$ cat src/pfr_pkg.sv
// Package with register map, field positions, reset values and counts for the power-fail reset manager
package pfr_pkg;
  // Register offsets
  localparam logic [7:0] ADDR_POWER_CONTROL = 8'h87;
  localparam logic [7:0] ADDR_EXT_FLAGS = 8'h91;
  localparam logic [7:0] ADDR_WATCHDOG_POWER_CONTROL = 8'hD8;
  localparam logic [7:0] ADDR_EXT_IRQ_ENABLE = 8'hE8;
  // Field positions in the watchdog power control register
  localparam int WD_RESTART_BIT = 0;
  localparam int WD_RESET_EN_BIT = 1;
  localparam int WD_RESET_FLAG_BIT = 2;
  localparam int WD_IRQ_FLAG_BIT = 3;
  localparam int PF_FLAG_BIT = 4;
  localparam int PF_IRQ_EN_BIT = 5;
  localparam int POR_FLAG_BIT = 6;
  // Field positions in the extended flags register
  localparam int BANDGAP_SEL_BIT = 0;
  localparam int RING_SEL_BIT = 1;
  localparam int RING_STATUS_BIT = 2;
  // Field positions in the power control and extended enable registers
  localparam int IDLE_BIT = 0;
  localparam int STOP_BIT = 1;
  localparam int WD_IRQ_EN_BIT = 4;
  // Values and counts
  localparam logic [15:0] PF_VECTOR = 16'h0033;
  localparam logic [15:0] RESET_VECTOR = 16'h0000;
  localparam int STARTUP_CLOCKS = 65536;
  localparam int WD_RESET_DELAY = 512;
  localparam logic [7:0] REG_RESET = 8'h00;
  // Startup sequencer states, Gray coded
  typedef enum logic [1:0] {
    PFR_ST_OFF = 2'b00,
    PFR_ST_COUNT = 2'b01,
    PFR_ST_RUN = 2'b11
  } pfr_state_t;
  // Analog monitor inputs
  typedef struct packed {
    logic below_warning;
    logic below_reset;
  } pfr_supply_t;
  // Requests toward the core
  typedef struct packed {
    logic core_reset;
    logic core_hold;
    logic idle_mode;
    logic stop_mode;
    logic powerfail_irq;
    logic watchdog_irq;
  } pfr_core_t;
endpackage

$ cat src/pfr_power_fail_reset_manager.sv
// Power-fail, power-on and watchdog reset manager with power mode control
// Operation
// Enabled power-fail warning requests an interrupt vectoring to 33h.
// Power-fail flag sets below warning, sticks, and re-sets while low persists.
// Software writing one to power-fail flag raises an interrupt if enabled.
// Supply below reset threshold forces reset, except Stop with bandgap select clear.
// Power-up waits above reset threshold, then counts 65,536 clocks, restarting on dips.
// External clock source starts the count equally once above reset threshold.
// Count completion releases reset automatically; fetch starts at 0000h.
// Power-on flag, bit 6, set by power-up, cleared only by software.
// Entering Stop disables bandgap monitor unless bandgap select bit is one.
// Watchdog interrupt flag sets on each timeout; cleared by software or reset.
// Watchdog reset enabled asserts reset 512 clocks after timeout unless restarted.
// Watchdog reset flag set on watchdog reset; cleared by software or power-fail reset.
// Watchdog reset enable gates reset only; interrupt needs its own enable.
// Restart strobe bit 0 restarts watchdog period and self-clears.
// Ring select leaves Stop on ring oscillator, switches to crystal after 65,536 cycles.
// Ring status bit reads one on ring oscillator, zero on crystal.
// Without ring select, execution waits 65,536 crystal clocks after Stop.
// Ring select cleared only by power-on reset; the code also clears it when software writes zero to bit 1.
// Power control bit 1 enters Stop, halting execution and clocks.
// Power control bit 0 enters Idle, halting execution only.
// Watchdog cannot wake the device from Stop.
// Enabled interrupt or any reset ends Idle and clears the idle bit.
// Power-fail interrupt request is flag AND enable.
`timescale 1ns/100ps
module pfr_power_fail_reset_manager #(
  parameter int STARTUP_CLOCKS = pfr_pkg::STARTUP_CLOCKS,
  parameter int WD_RESET_DELAY = pfr_pkg::WD_RESET_DELAY
) (
  // Clock and reset
  input wire logic clk,
  input wire logic srst,
  // Analog supply monitor comparators
  input wire pfr_pkg::pfr_supply_t supply_in,
  // Watchdog timer and external events
  input wire logic watchdog_timeout,
  input wire logic ext_reset,
  input wire logic wake_irq,
  // Register port
  input wire logic [7:0] reg_addr,
  input wire logic [7:0] reg_wdata,
  input wire logic reg_wr,
  input wire logic reg_rd,
  output logic [7:0] reg_rdata,
  // Core side
  output pfr_pkg::pfr_core_t core_out,
  output logic [15:0] reset_vector,
  output logic watchdog_restart,
  output logic bandgap_enable,
  output logic ring_osc_status
);
  localparam int WDW = $clog2(WD_RESET_DELAY + 1);
  localparam logic [WDW-1:0] WD_LAST = WDW'(WD_RESET_DELAY - 1);

  pfr_pkg::pfr_supply_t supply_s;
  pfr_pkg::pfr_state_t state_reg;
  logic por_done;
  logic stop_done;
  logic startup_restart;
  logic power_reset;
  logic monitor_on;
  logic wr_watchdog_power_control;
  logic wr_ext_flags_osc_select;
  logic wr_power_control;
  logic wr_eie;
  logic powerfail_flag_reg;
  logic powerfail_irq_enable_reg;
  logic power_on_flag_reg;
  logic watchdog_irq_flag_reg;
  logic watchdog_reset_flag_reg;
  logic watchdog_reset_enable_reg;
  logic watchdog_irq_enable_reg;
  logic bandgap_in_stop_select_reg;
  logic ring_osc_select_reg;
  logic ring_osc_status_reg;
  logic idle_reg;
  logic stop_reg;
  logic stop_wait_reg;
  logic wd_armed_reg;
  logic [WDW-1:0] wd_cnt_reg;
  logic wd_reset_reg;
  logic any_reset;
  logic [7:0] eie_rest_reg;

  function automatic logic hit(input logic [7:0] a, input logic [7:0] ref_addr);
    hit = (a == ref_addr);
  endfunction

  pfr_sync #(
    .WIDTH(2)
  ) u_sync (
    .clk(clk),
    .srst(srst),
    .async_in(supply_in),
    .sync_out(supply_s)
  );

  assign wr_watchdog_power_control = reg_wr && hit(reg_addr, pfr_pkg::ADDR_WATCHDOG_POWER_CONTROL);
  assign wr_ext_flags_osc_select = reg_wr && hit(reg_addr, pfr_pkg::ADDR_EXT_FLAGS);
  assign wr_power_control = reg_wr && hit(reg_addr, pfr_pkg::ADDR_POWER_CONTROL);
  assign wr_eie = reg_wr && hit(reg_addr, pfr_pkg::ADDR_EXT_IRQ_ENABLE);

  // Monitor off in Stop unless bandgap select set
  assign monitor_on = !stop_reg || bandgap_in_stop_select_reg;
  // Supply low forces reset, cannot be disabled outside Stop
  assign power_reset = supply_s.below_reset && monitor_on;
  // Any supply dip restarts the count; oscillator or external clock alike
  assign startup_restart = power_reset || state_reg == pfr_pkg::PFR_ST_OFF;
  assign any_reset = power_reset || state_reg != pfr_pkg::PFR_ST_RUN || wd_reset_reg || ext_reset;

  pfr_counter #(
    .COUNT(STARTUP_CLOCKS)
  ) u_por_cnt (
    .clk(clk),
    .srst(srst),
    .restart(startup_restart),
    .run(1'b1),
    .done(por_done)
  );

  pfr_counter #(
    .COUNT(STARTUP_CLOCKS)
  ) u_stop_cnt (
    .clk(clk),
    .srst(srst),
    .restart(!stop_wait_reg),
    .run(1'b1),
    .done(stop_done)
  );

  // Power-up sequencer
  always_ff @(posedge clk) begin
    if (srst) begin
      state_reg <= pfr_pkg::PFR_ST_OFF;
    end else begin
      case (state_reg)
        pfr_pkg::PFR_ST_OFF: begin
          if (!power_reset) begin
            state_reg <= pfr_pkg::PFR_ST_COUNT;
          end
        end
        pfr_pkg::PFR_ST_COUNT: begin
          if (power_reset) begin
            state_reg <= pfr_pkg::PFR_ST_OFF;
          end else if (por_done) begin
            state_reg <= pfr_pkg::PFR_ST_RUN;
          end
        end
        pfr_pkg::PFR_ST_RUN: begin
          if (power_reset) begin
            state_reg <= pfr_pkg::PFR_ST_OFF;
          end
        end
        default: state_reg <= pfr_pkg::PFR_ST_OFF;
      endcase
    end
  end

  // Power-fail flag and enable
  always_ff @(posedge clk) begin
    if (srst) begin
      powerfail_flag_reg <= 1'b0;
      powerfail_irq_enable_reg <= 1'b0;
    end else begin
      if (wr_watchdog_power_control) begin
        powerfail_irq_enable_reg <= reg_wdata[pfr_pkg::PF_IRQ_EN_BIT];
      end
      // Low supply wins over a software clear; writing one forces it
      if (supply_s.below_warning && monitor_on) begin
        powerfail_flag_reg <= 1'b1;
      end else if (wr_watchdog_power_control) begin
        powerfail_flag_reg <= reg_wdata[pfr_pkg::PF_FLAG_BIT];
      end
    end
  end

  // Power-on flag, only software clears it
  always_ff @(posedge clk) begin
    if (srst) begin
      power_on_flag_reg <= 1'b1;
    end else if (state_reg == pfr_pkg::PFR_ST_OFF) begin
      power_on_flag_reg <= 1'b1;
    end else if (wr_watchdog_power_control && !reg_wdata[pfr_pkg::POR_FLAG_BIT]) begin
      power_on_flag_reg <= 1'b0;
    end
  end

  // Watchdog control bits and flags
  always_ff @(posedge clk) begin
    if (srst) begin
      watchdog_irq_flag_reg <= 1'b0;
      watchdog_reset_flag_reg <= 1'b0;
      watchdog_reset_enable_reg <= 1'b0;
      watchdog_restart <= 1'b0;
      watchdog_irq_enable_reg <= 1'b0;
      eie_rest_reg <= pfr_pkg::REG_RESET;
    end else begin
      watchdog_restart <= wr_watchdog_power_control && reg_wdata[pfr_pkg::WD_RESTART_BIT];
      if (wr_eie) begin
        watchdog_irq_enable_reg <= reg_wdata[pfr_pkg::WD_IRQ_EN_BIT];
        eie_rest_reg <= reg_wdata & ~(8'h01 << pfr_pkg::WD_IRQ_EN_BIT);
      end
      if (power_reset || state_reg != pfr_pkg::PFR_ST_RUN) begin
        watchdog_reset_enable_reg <= 1'b0;
      end else if (wr_watchdog_power_control) begin
        watchdog_reset_enable_reg <= reg_wdata[pfr_pkg::WD_RESET_EN_BIT];
      end
      // Timeout sets flag regardless of interrupt enable; set wins over clear
      if (watchdog_timeout && !stop_reg) begin
        watchdog_irq_flag_reg <= 1'b1;
      end else if (any_reset) begin
        watchdog_irq_flag_reg <= 1'b0;
      end else if (wr_watchdog_power_control) begin
        watchdog_irq_flag_reg <= reg_wdata[pfr_pkg::WD_IRQ_FLAG_BIT];
      end
      if (wd_reset_reg) begin
        watchdog_reset_flag_reg <= 1'b1;
      end else if (power_reset) begin
        watchdog_reset_flag_reg <= 1'b0;
      end else if (wr_watchdog_power_control) begin
        watchdog_reset_flag_reg <= reg_wdata[pfr_pkg::WD_RESET_FLAG_BIT];
      end
    end
  end

  // Reset delay after watchdog timeout, gated by reset enable, not interrupt enable; restart, Stop or any reset cancels it
  always_ff @(posedge clk) begin
    if (srst) begin
      wd_armed_reg <= 1'b0;
      wd_cnt_reg <= '0;
      wd_reset_reg <= 1'b0;
    end else begin
      wd_reset_reg <= 1'b0;
      if (!watchdog_reset_enable_reg || watchdog_restart || stop_reg || any_reset) begin
        wd_armed_reg <= 1'b0;
        wd_cnt_reg <= '0;
      end else if (watchdog_timeout && !wd_armed_reg) begin
        wd_armed_reg <= 1'b1;
        wd_cnt_reg <= '0;
      end else if (wd_armed_reg) begin
        wd_cnt_reg <= wd_cnt_reg + WDW'(1);
        if (wd_cnt_reg == WD_LAST) begin
          wd_reset_reg <= 1'b1;
          wd_armed_reg <= 1'b0;
        end
      end
    end
  end

  // Bandgap and ring oscillator select
  always_ff @(posedge clk) begin
    if (srst) begin
      bandgap_in_stop_select_reg <= 1'b0;
      ring_osc_select_reg <= 1'b0;
    end else if (state_reg == pfr_pkg::PFR_ST_OFF) begin
      bandgap_in_stop_select_reg <= 1'b0;
      ring_osc_select_reg <= 1'b0;
    end else if (any_reset) begin
      bandgap_in_stop_select_reg <= 1'b0;
    end else if (wr_ext_flags_osc_select) begin
      bandgap_in_stop_select_reg <= reg_wdata[pfr_pkg::BANDGAP_SEL_BIT];
      ring_osc_select_reg <= reg_wdata[pfr_pkg::RING_SEL_BIT];
    end
  end

  // Idle, Stop and wake-up clock source
  always_ff @(posedge clk) begin
    if (srst) begin
      idle_reg <= 1'b0;
      stop_reg <= 1'b0;
      stop_wait_reg <= 1'b0;
      ring_osc_status_reg <= 1'b0;
    end else if (any_reset) begin
      idle_reg <= 1'b0;
      stop_reg <= 1'b0;
      stop_wait_reg <= 1'b0;
      ring_osc_status_reg <= 1'b0;
    end else begin
      if (wr_power_control) begin
        idle_reg <= reg_wdata[pfr_pkg::IDLE_BIT];
        stop_reg <= reg_wdata[pfr_pkg::STOP_BIT];
      end else if (stop_reg && wake_irq) begin
        stop_reg <= 1'b0;
        idle_reg <= 1'b0;
        stop_wait_reg <= 1'b1;
        ring_osc_status_reg <= ring_osc_select_reg;
      end else if (idle_reg && core_out.powerfail_irq | core_out.watchdog_irq | wake_irq) begin
        idle_reg <= 1'b0;
      end
      if (stop_wait_reg && stop_done) begin
        stop_wait_reg <= 1'b0;
        ring_osc_status_reg <= 1'b0;
      end
    end
  end

  // Core side outputs
  always_ff @(posedge clk) begin
    if (srst) begin
      core_out <= '0;
      reset_vector <= pfr_pkg::RESET_VECTOR;
      bandgap_enable <= 1'b1;
      ring_osc_status <= 1'b0;
    end else begin
      core_out.core_reset <= any_reset;
      // Crystal wake holds execution until the startup delay ends
      core_out.core_hold <= stop_wait_reg && !ring_osc_status_reg && !stop_done;
      core_out.idle_mode <= idle_reg;
      core_out.stop_mode <= stop_reg;
      core_out.powerfail_irq <= powerfail_flag_reg && powerfail_irq_enable_reg;
      core_out.watchdog_irq <= watchdog_irq_flag_reg && watchdog_irq_enable_reg;
      // Vector follows the same next value as the interrupt output, so both change together
      reset_vector <= (powerfail_flag_reg && powerfail_irq_enable_reg) ? pfr_pkg::PF_VECTOR
                                                                       : pfr_pkg::RESET_VECTOR;
      bandgap_enable <= monitor_on;
      ring_osc_status <= ring_osc_status_reg;
    end
  end

  // Register read port
  always_ff @(posedge clk) begin
    if (srst) begin
      reg_rdata <= pfr_pkg::REG_RESET;
    end else if (reg_rd) begin
      case (reg_addr)
        pfr_pkg::ADDR_WATCHDOG_POWER_CONTROL: begin
          reg_rdata <= {1'b0, power_on_flag_reg, powerfail_irq_enable_reg, powerfail_flag_reg,
                        watchdog_irq_flag_reg, watchdog_reset_flag_reg, watchdog_reset_enable_reg, 1'b0};
        end
        pfr_pkg::ADDR_EXT_FLAGS: begin
          reg_rdata <= {5'h00, ring_osc_status_reg, ring_osc_select_reg, bandgap_in_stop_select_reg};
        end
        pfr_pkg::ADDR_POWER_CONTROL: reg_rdata <= {6'h00, stop_reg, idle_reg};
        pfr_pkg::ADDR_EXT_IRQ_ENABLE: reg_rdata <= eie_rest_reg | {3'h0, watchdog_irq_enable_reg, 4'h0};
        default: reg_rdata <= 8'h00;
      endcase
    end else begin
      reg_rdata <= 8'h00;
    end
  end
endmodule // pfr_power_fail_reset_manager

$ cat src/pfr_sync.sv
// Three-stage synchroniser with agreement check for asynchronous inputs
`timescale 1ns/100ps
module pfr_sync #(
  parameter int WIDTH = 2
) (
  // Clock and reset
  input wire logic clk,
  input wire logic srst,
  // Data
  input wire logic [WIDTH-1:0] async_in,
  output logic [WIDTH-1:0] sync_out
);
  logic [WIDTH-1:0] s1_reg;
  logic [WIDTH-1:0] s2_reg;
  logic [WIDTH-1:0] s3_reg;

  always_ff @(posedge clk) begin
    if (srst) begin
      s1_reg <= '0;
      s2_reg <= '0;
      s3_reg <= '0;
    end else begin
      s1_reg <= async_in;
      s2_reg <= s1_reg;
      s3_reg <= s2_reg;
    end
  end

  // Output changes only once the second and third stages agree
  always_ff @(posedge clk) begin
    if (srst) begin
      sync_out <= '0;
    end else begin
      for (int i = 0; i < WIDTH; i++) begin
        if (s2_reg[i] == s3_reg[i]) begin
          sync_out[i] <= s3_reg[i];
        end
      end
    end
  end
endmodule // pfr_sync

$ cat src/pfr_counter.sv
// Restartable startup delay counter
`timescale 1ns/100ps
module pfr_counter #(
  parameter int COUNT = 65536
) (
  // Clock and reset
  input wire logic clk,
  input wire logic srst,
  // Control
  input wire logic restart,
  input wire logic run,
  // Status
  output logic done
);
  localparam int CW = $clog2(COUNT + 1);
  localparam logic [CW-1:0] LAST = CW'(COUNT - 1);
  logic [CW-1:0] cnt_reg;

  always_ff @(posedge clk) begin
    if (srst || restart) begin
      cnt_reg <= '0;
      done <= 1'b0;
    end else if (run && !done) begin
      cnt_reg <= cnt_reg + CW'(1);
      done <= (cnt_reg == LAST);
    end
  end
endmodule // pfr_counter

$ cat config.mk
export PLATFORM = sky130hd
export DESIGN_NAME = pfr_power_fail_reset_manager
export DESIGN_NICKNAME = d
export VERILOG_FILES = /design/src/pfr_pkg.sv /design/src/pfr_power_fail_reset_manager.sv /design/src/pfr_sync.sv /design/src/pfr_counter.sv
export SDC_FILE = /design/constraint.sdc
export NUM_CORES = 1
export LEC_CHECK = 0
export ABC_AREA = 0
export ABC_CLOCK_PERIOD_IN_PS = 2230
export BUFFER_PORTS_ARGS = -buffer_cell sky130_fd_sc_hd__buf_2
export CORE_ASPECT_RATIO = 0.7
export CORE_MARGIN = 3
export CORE_UTILIZATION = 40
export DETAILED_ROUTE_END_ITERATION = 8
export GPL_TIMING_DRIVEN = 0
export PLACE_DENSITY = 0.66
export SLEW_MARGIN = 20
export SYNTH_ARGS = -nofsm -noshare
export SYNTH_HDL_FRONTEND = slang
export SYNTH_HIERARCHICAL = 1
export SYNTH_SLANG_ARGS = --single-unit
$ cat constraint.sdc
create_clock -name clk -period 2.23 [get_ports clk]
set_input_delay 0 -clock clk [delete_from_list [all_inputs] [get_ports clk]]
set_output_delay 0 -clock clk [all_outputs]
set_load 0.05 [all_outputs]
Yosys cells after proc, flatten, opt, wreduce, memory -nomap -nowiden
Index checks and enable logic that the tools add are counted.
{"block": "word_totals", "ff_bits": 111, "latchBits": 0, "ram_bits": 0, "mem_bits_ro": 0, "inputBits": 25, "elab_cells": 141, "mem_count": 0}
{"block": "classes", "addsub": 3, "multipliers": 0, "div": 0, "n_lt_le_gt_ge": 0, "n_eq_ne": 15, "shift": 0, "n_mux": 26, "bitwise_logic": 7, "reduce_logical": 52}
{"op": "17-bit by 1-bit adder with 17-bit output (second input constant)", "count": 2}
{"op": "17-bit by 16-bit == test with 1-bit output (second input constant)", "count": 2}
{"op": "8-bit == test (second input constant)", "count": 4}
{"op": "8-bit one-hot mux with 4 select lines", "count": 1}
{"op": "1-bit 2-to-1 mux", "count": 19}
{"op": "1-bit logical AND", "count": 17}
{"op": "10-bit by 1-bit adder with 10-bit output (second input constant)", "count": 1}
{"op": "10-bit by 9-bit == test with 1-bit output (second input constant)", "count": 1}
{"op": "1-bit logical OR", "count": 10}
{"op": "2-bit OR reduction", "count": 5}
{"op": "3-bit nonzero test", "count": 3}
{"op": "3-bit OR reduction", "count": 3}
{"op": "2-bit 2-to-1 mux", "count": 4}
{"op": "8-bit by 5-bit OR with 8-bit output", "count": 1}
{"op": "1-bit logical NOT", "count": 7}
{"op": "6-bit 2-to-1 mux", "count": 1}
{"op": "2-bit != test (second input constant)", "count": 3}
{"op": "2-bit one-hot mux with 3 select lines", "count": 1}
{"op": "1-bit NOT", "count": 4}
{"op": "2-bit AND reduction", "count": 2}
{"op": "2-bit nonzero test", "count": 2}
{"op": "4-bit OR reduction", "count": 1}
{"op": "3-bit by 2-bit != test with 1-bit output (second input constant)", "count": 1}
{"op": "3-bit AND reduction", "count": 1}
{"op": "other kinds (5)", "count": 7}

Longest topological paths before layout
{"block": "logic_depth", "word_depth": 8, "ltp_mapped": 7, "mapped_depth_nobuf": 6}

Modules after synthesis
The synthesis kept the hierarchy.
{"mod": "pfr_power_fail_reset_manager", "instances": 1, "cells_each": 231, "area_each_um2": 2229.6}
{"mod": "pfr_counter", "instances": 2, "cells_each": 89, "area_each_um2": 799.5}
{"mod": "pfr_sync", "instances": 1, "cells_each": 20, "area_each_um2": 227.7}

Worst setup path before layout
No wires, ideal clock.
{"block": "synth_path", "path_type": "register -> register", "from": "reg watchdog_restart", "to": "reg wd_cnt_reg[0]", "setup_ps": 66, "arrival_ps": 1626, "required_ps": 2164, "slack_ps": 539, "path_stages_with_launch": 5, "cell_sequence": "dfxtp_1 or3b_2 a2111oi_2 o21ai_2 nor2_1"}
{"block": "synth_between", "elab_chain_cells": 4}
{"element": "from (decl)", "line": "pfr_power_fail_reset_manager.sv:49", "text": "output logic watchdog_restart,"}
{"element": "from (signal assigned)", "line": "pfr_power_fail_reset_manager.sv:199", "text": "watchdog_restart <= wr_watchdog_power_control && reg_wdata[pfr_pkg::WD_RESTART_BIT];"}
{"element": "1-bit logical OR (3 in series)", "line": "pfr_power_fail_reset_manager.sv:235", "text": "if (!watchdog_reset_enable_reg || watchdog_restart || stop_reg || any_reset) begin"}
{"element": "3-bit OR reduction (no line)"}
{"element": "to (signal assigned)", "line": "pfr_power_fail_reset_manager.sv:242", "text": "wd_cnt_reg <= wd_cnt_reg + WDW'(1);"}
{"element": "to (decl)", "line": "pfr_power_fail_reset_manager.sv:81", "text": "logic [WDW-1:0] wd_cnt_reg;"}
Every way passes these cells.
A chain may end at the register's enable or synchronous reset.

Worst setup path in the final report
{"block": "layout_path", "from": "reg stop_reg", "to": "reg u_por_cnt.cnt_reg[6]"}
{"block": "layout_between", "elab_chain_cells": 5}
{"element": "from (decl)", "line": "pfr_power_fail_reset_manager.sv:78", "text": "logic stop_reg;"}
{"element": "from (signal assigned)", "line": "pfr_power_fail_reset_manager.sv:282", "text": "stop_reg <= reg_wdata[pfr_pkg::STOP_BIT];"}
{"element": "1-bit logical NOT", "line": "pfr_power_fail_reset_manager.sv:105", "text": "assign monitor_on = !stop_reg || bandgap_in_stop_select_reg;"}
{"element": "1-bit logical OR", "line": "pfr_power_fail_reset_manager.sv:105"}
{"element": "1-bit logical AND", "line": "pfr_power_fail_reset_manager.sv:107", "text": "assign power_reset = supply_s.below_reset && monitor_on;"}
{"element": "1-bit logical OR", "line": "pfr_power_fail_reset_manager.sv:109", "text": "assign startup_restart = power_reset || state_reg == pfr_pkg::PFR_ST_OFF;"}
{"element": "via startup_restart", "line": "pfr_power_fail_reset_manager.sv:60", "text": "logic startup_restart;"}
{"element": "1-bit logical OR", "line": "pfr_counter.sv:20", "text": "if (srst || restart) begin"}
{"element": "to (signal assigned)", "line": "pfr_counter.sv:24", "text": "cnt_reg <= cnt_reg + CW'(1);"}
{"element": "to (decl)", "line": "pfr_counter.sv:17", "text": "logic [CW-1:0] cnt_reg;"}
The timed path passes the listed nets, and every way through them passes these cells.

==> run metrics <==
Yosys warning count=6; Logic pwr share=5.4%; Largest stage delay, worst path=0.40 ns; post-CTS sizing=0; Lkg Pwr=1.983 nW; final hold vios=0; WP data arrival=2.18 ns; Layout Area Growth over Synthesis=22.79%; NetSw=724.5 uW; Synth Area per Inst=around 9.5 um2; total wire length=roughly 8800 um; share of cells above drive strength 1=between 10% and 20%; Fmax=505.6 MHz; Max Cap Violations=0; number of enable flip-flop cells after synthesis=0; Clock Sinks=95; critical path fanouts, max=10; DIE AREA=0.01140 mm2; ANT cells=0; Routed Antenna Nets=0; PnR worst setup slack=about 0.25 ns; initial core utilization=41.40%; outcome=complete, no violations; TritonRoute pass-1 iters=5; Mapped Cells=429; TritonCTS clock tree=done; synth cell count leaders=95 x dfxtp_1, 59 x nor2_1, 24 x nand2_1; #FFs+latches synth=95; Period minus WS final=1.978 ns; slowest CP cell=buf_1; Setup crit end kind=register; CTS root buffer=clkbuf_16; initial antenna violation count=0; Sequential Power Share=49.4%; Total Routing Usage GR=15.69%; Peak VDD IR=approximately 0.37 mV; kind of critical path=reg -> reg; multi-input logic area=0.002012 mm2; Core Region=0.009797 mm2; vias=between 3000 and 4000; Unique masters post-synth=60; Final nets=between 500 and 600; final setup fails=0; Post-DP Area=0.004509 mm2; pin count of the biggest net entering global routing=15; R2R depth=7; fin crit share=about nine tenths; Critical R2R Capture=u_por_cnt/cnt_reg[6]; worst-path cell chain=nand2b_1 -> nand2_1 -> o21ai_0 -> or2_1 -> clkbuf_1 -> buf_1 -> nor2_1; Register Area=0.001902 mm2; Hold WC Path Type=in -> reg; Final TNS setup=0 ns; WL per Instance=roughly 13 um; Critical Path Start Type=register; Num CTS Buffers=9; Filler Cell Count=900; ys async rst share=0%; Reg clk slew, reported paths=0.06 ns; worst slack at placement=0.2800 ns; Area contributors post-synth=dfxtp_1 47%, nor2_1 5.5%, xor2_1 4.8%; delay-heaviest family, CP=buffers and inverters; Vias/cell=a little under 5; unrepaired setup endpoints after global routing=no; switching portion of total power=between 20% and 30%; top-count cell post-synth=dfxtp_1; Hold Buf Count CTS=16; Synth top area share=46.88%; area of the mapped netlist=0.004056 mm2; Top-Level Pins=between 50 and 60; Reg2Reg Setup Slack=0.25 ns; Clk pwr share=about 45%; setup bufs post-CTS=0; detailed placement HPWL=approximately 6400 um; power per cell area=between 600 and 700 mW/mm2; cell area after layout=around 0.0050 mm2; Die X=~130 um; Row Count=30; CP Depth=7; Post-synth top flop=dfxtp_1; gpl congestion=0.7860; clock buffer depth=2; global route total overflow=0; Critical R2R Launch=stop_reg; slew of the pin with the lowest slew margin=0.5455 ns; end of the critical path=u_por_cnt/cnt_reg[6]; Req. time, crit path=between 2 and 2.5 ns; DRC violations left=0; chip height=approximately 90 um; I/O Buffers=45; Worst setup startpoint=stop_reg; Slew headroom=between 60% and 70%; number of global-route vias before repair=~3100; Skew-Pair Late Insertion Delay=0.33 ns; H-Tree Depth=3; Synth area leader=dfxtp_1; 1st-iter DRT viols=approximately 200; sequential area share after synthesis=46.88%; first-pass GRT wire length=14790 um; Worst Clk Skew=just under 0.005 ns; CP bufs+invs=2; Max Slew Vio Count=0; Int Power=2.740 mW
-- worst min path at each step --
stage                             from                to  slack, ns  cells after the start
after floorplan                   srst  u_sync/s3_reg[1]       0.07                      1
after global placement    supply_in[0]  u_sync/s1_reg[0]       0.21                      2
after detailed placement  supply_in[0]  u_sync/s1_reg[0]       0.22                      2
after CTS                  reg_addr[0]      reg_rdata[6]       0.04                      3
after global routing       reg_addr[3]      reg_rdata[6]       0.07                      3
final                      reg_addr[3]      reg_rdata[6]       0.04                      3
-- final cells by class --
class,count,area share [%]
Multi-Input combinational cell,316,40.39
Sequential cell,95,38.18
Timing Repair Buffer,61,7.737
Clock buffer,14,5.501
Buffer,30,3.768
Tap cell,128,3.215
Clock inverter,2,0.7536
Inverter,6,0.4521
-- cell usage in the layout (no fill, tap or decap), types with 10 or more instances in the layout --
| cell type | count |
|---|---|
| dlygate4sd3_1 | 16 |
| nor2_1 | 59 |
| nor2b_1 | 11 |
| clkbuf_1 | 11 |
| mux2i_1 | 18 |
| dfxtp_1 | 95 |
| xor2_1 | 22 |
| conb_1 | 20 |
| nand3_1 | 16 |
| nor3_1 | 10 |
| buf_2 | 45 |
| nand4_1 | 11 |
| buf_4 | 16 |
| a21oi_1 | 20 |
| nand2_1 | 24 |
-- per-layer routing --
layer	vias to the layer above	wire (um)	GRT usage, %
li1	1660	-	-
met5	-	0	0
met2	80	3863	23.50
met3	4	473	4.551
met1	1499	4372	22.12
met4	0	44	4.196
-- worst reg2reg max path, delay by kind of cell (launching register included) --
kind | cells | cell delay (ns)
buffers and inverters | 2 | 0.74
AO/OA/AOI/OAI | 1 | 0.10
AND/OR/NAND/NOR | 4 | 0.62
flip-flops | 1 | 0.37
-- cells by family (layout without fill, tap and decap cells) --
group           count (synthesis)  in the layout  synth area share, %
simple gates                  185            185                25.82
buf+inv                        36            113                5.182
flops                          95             95                46.88
other cells                     2             20               0.1851
mux                            18             18                4.442
fa+ha+maj                       5              5                1.542
xor+xnor                       29             29                6.261
compound gates                 59             59                9.686
-- through the flow --
stage                     cells  hold slack (ns)  total power, mW  util (%)
final                       652          0.04421            3.465     50.84
after global routing        652          0.06955            3.590     50.84
after CTS                   652          0.04314            3.502     50.84
after detailed placement    620           0.2202            1.916     46.03
after global placement      620           0.2082            1.913     46.03
after floorplan             447          0.06579            1.862         -
-- power by group through the flow --
| stage | sequential, mW | clock (mW) | combinational, mW |
|---|---|---|---|
| CTS | 1.71 | 1.60 | 0.187 |
| global placement | 1.75 | 0 | 0.164 |
| floorplan | 1.75 | 0 | 0.110 |
| detailed placement | 1.75 | 0 | 0.166 |
| finish | 1.71 | 1.57 | 0.188 |
| global route | 1.71 | 1.67 | 0.204 |
Note: power is estimated with default switching activity, not from simulation.
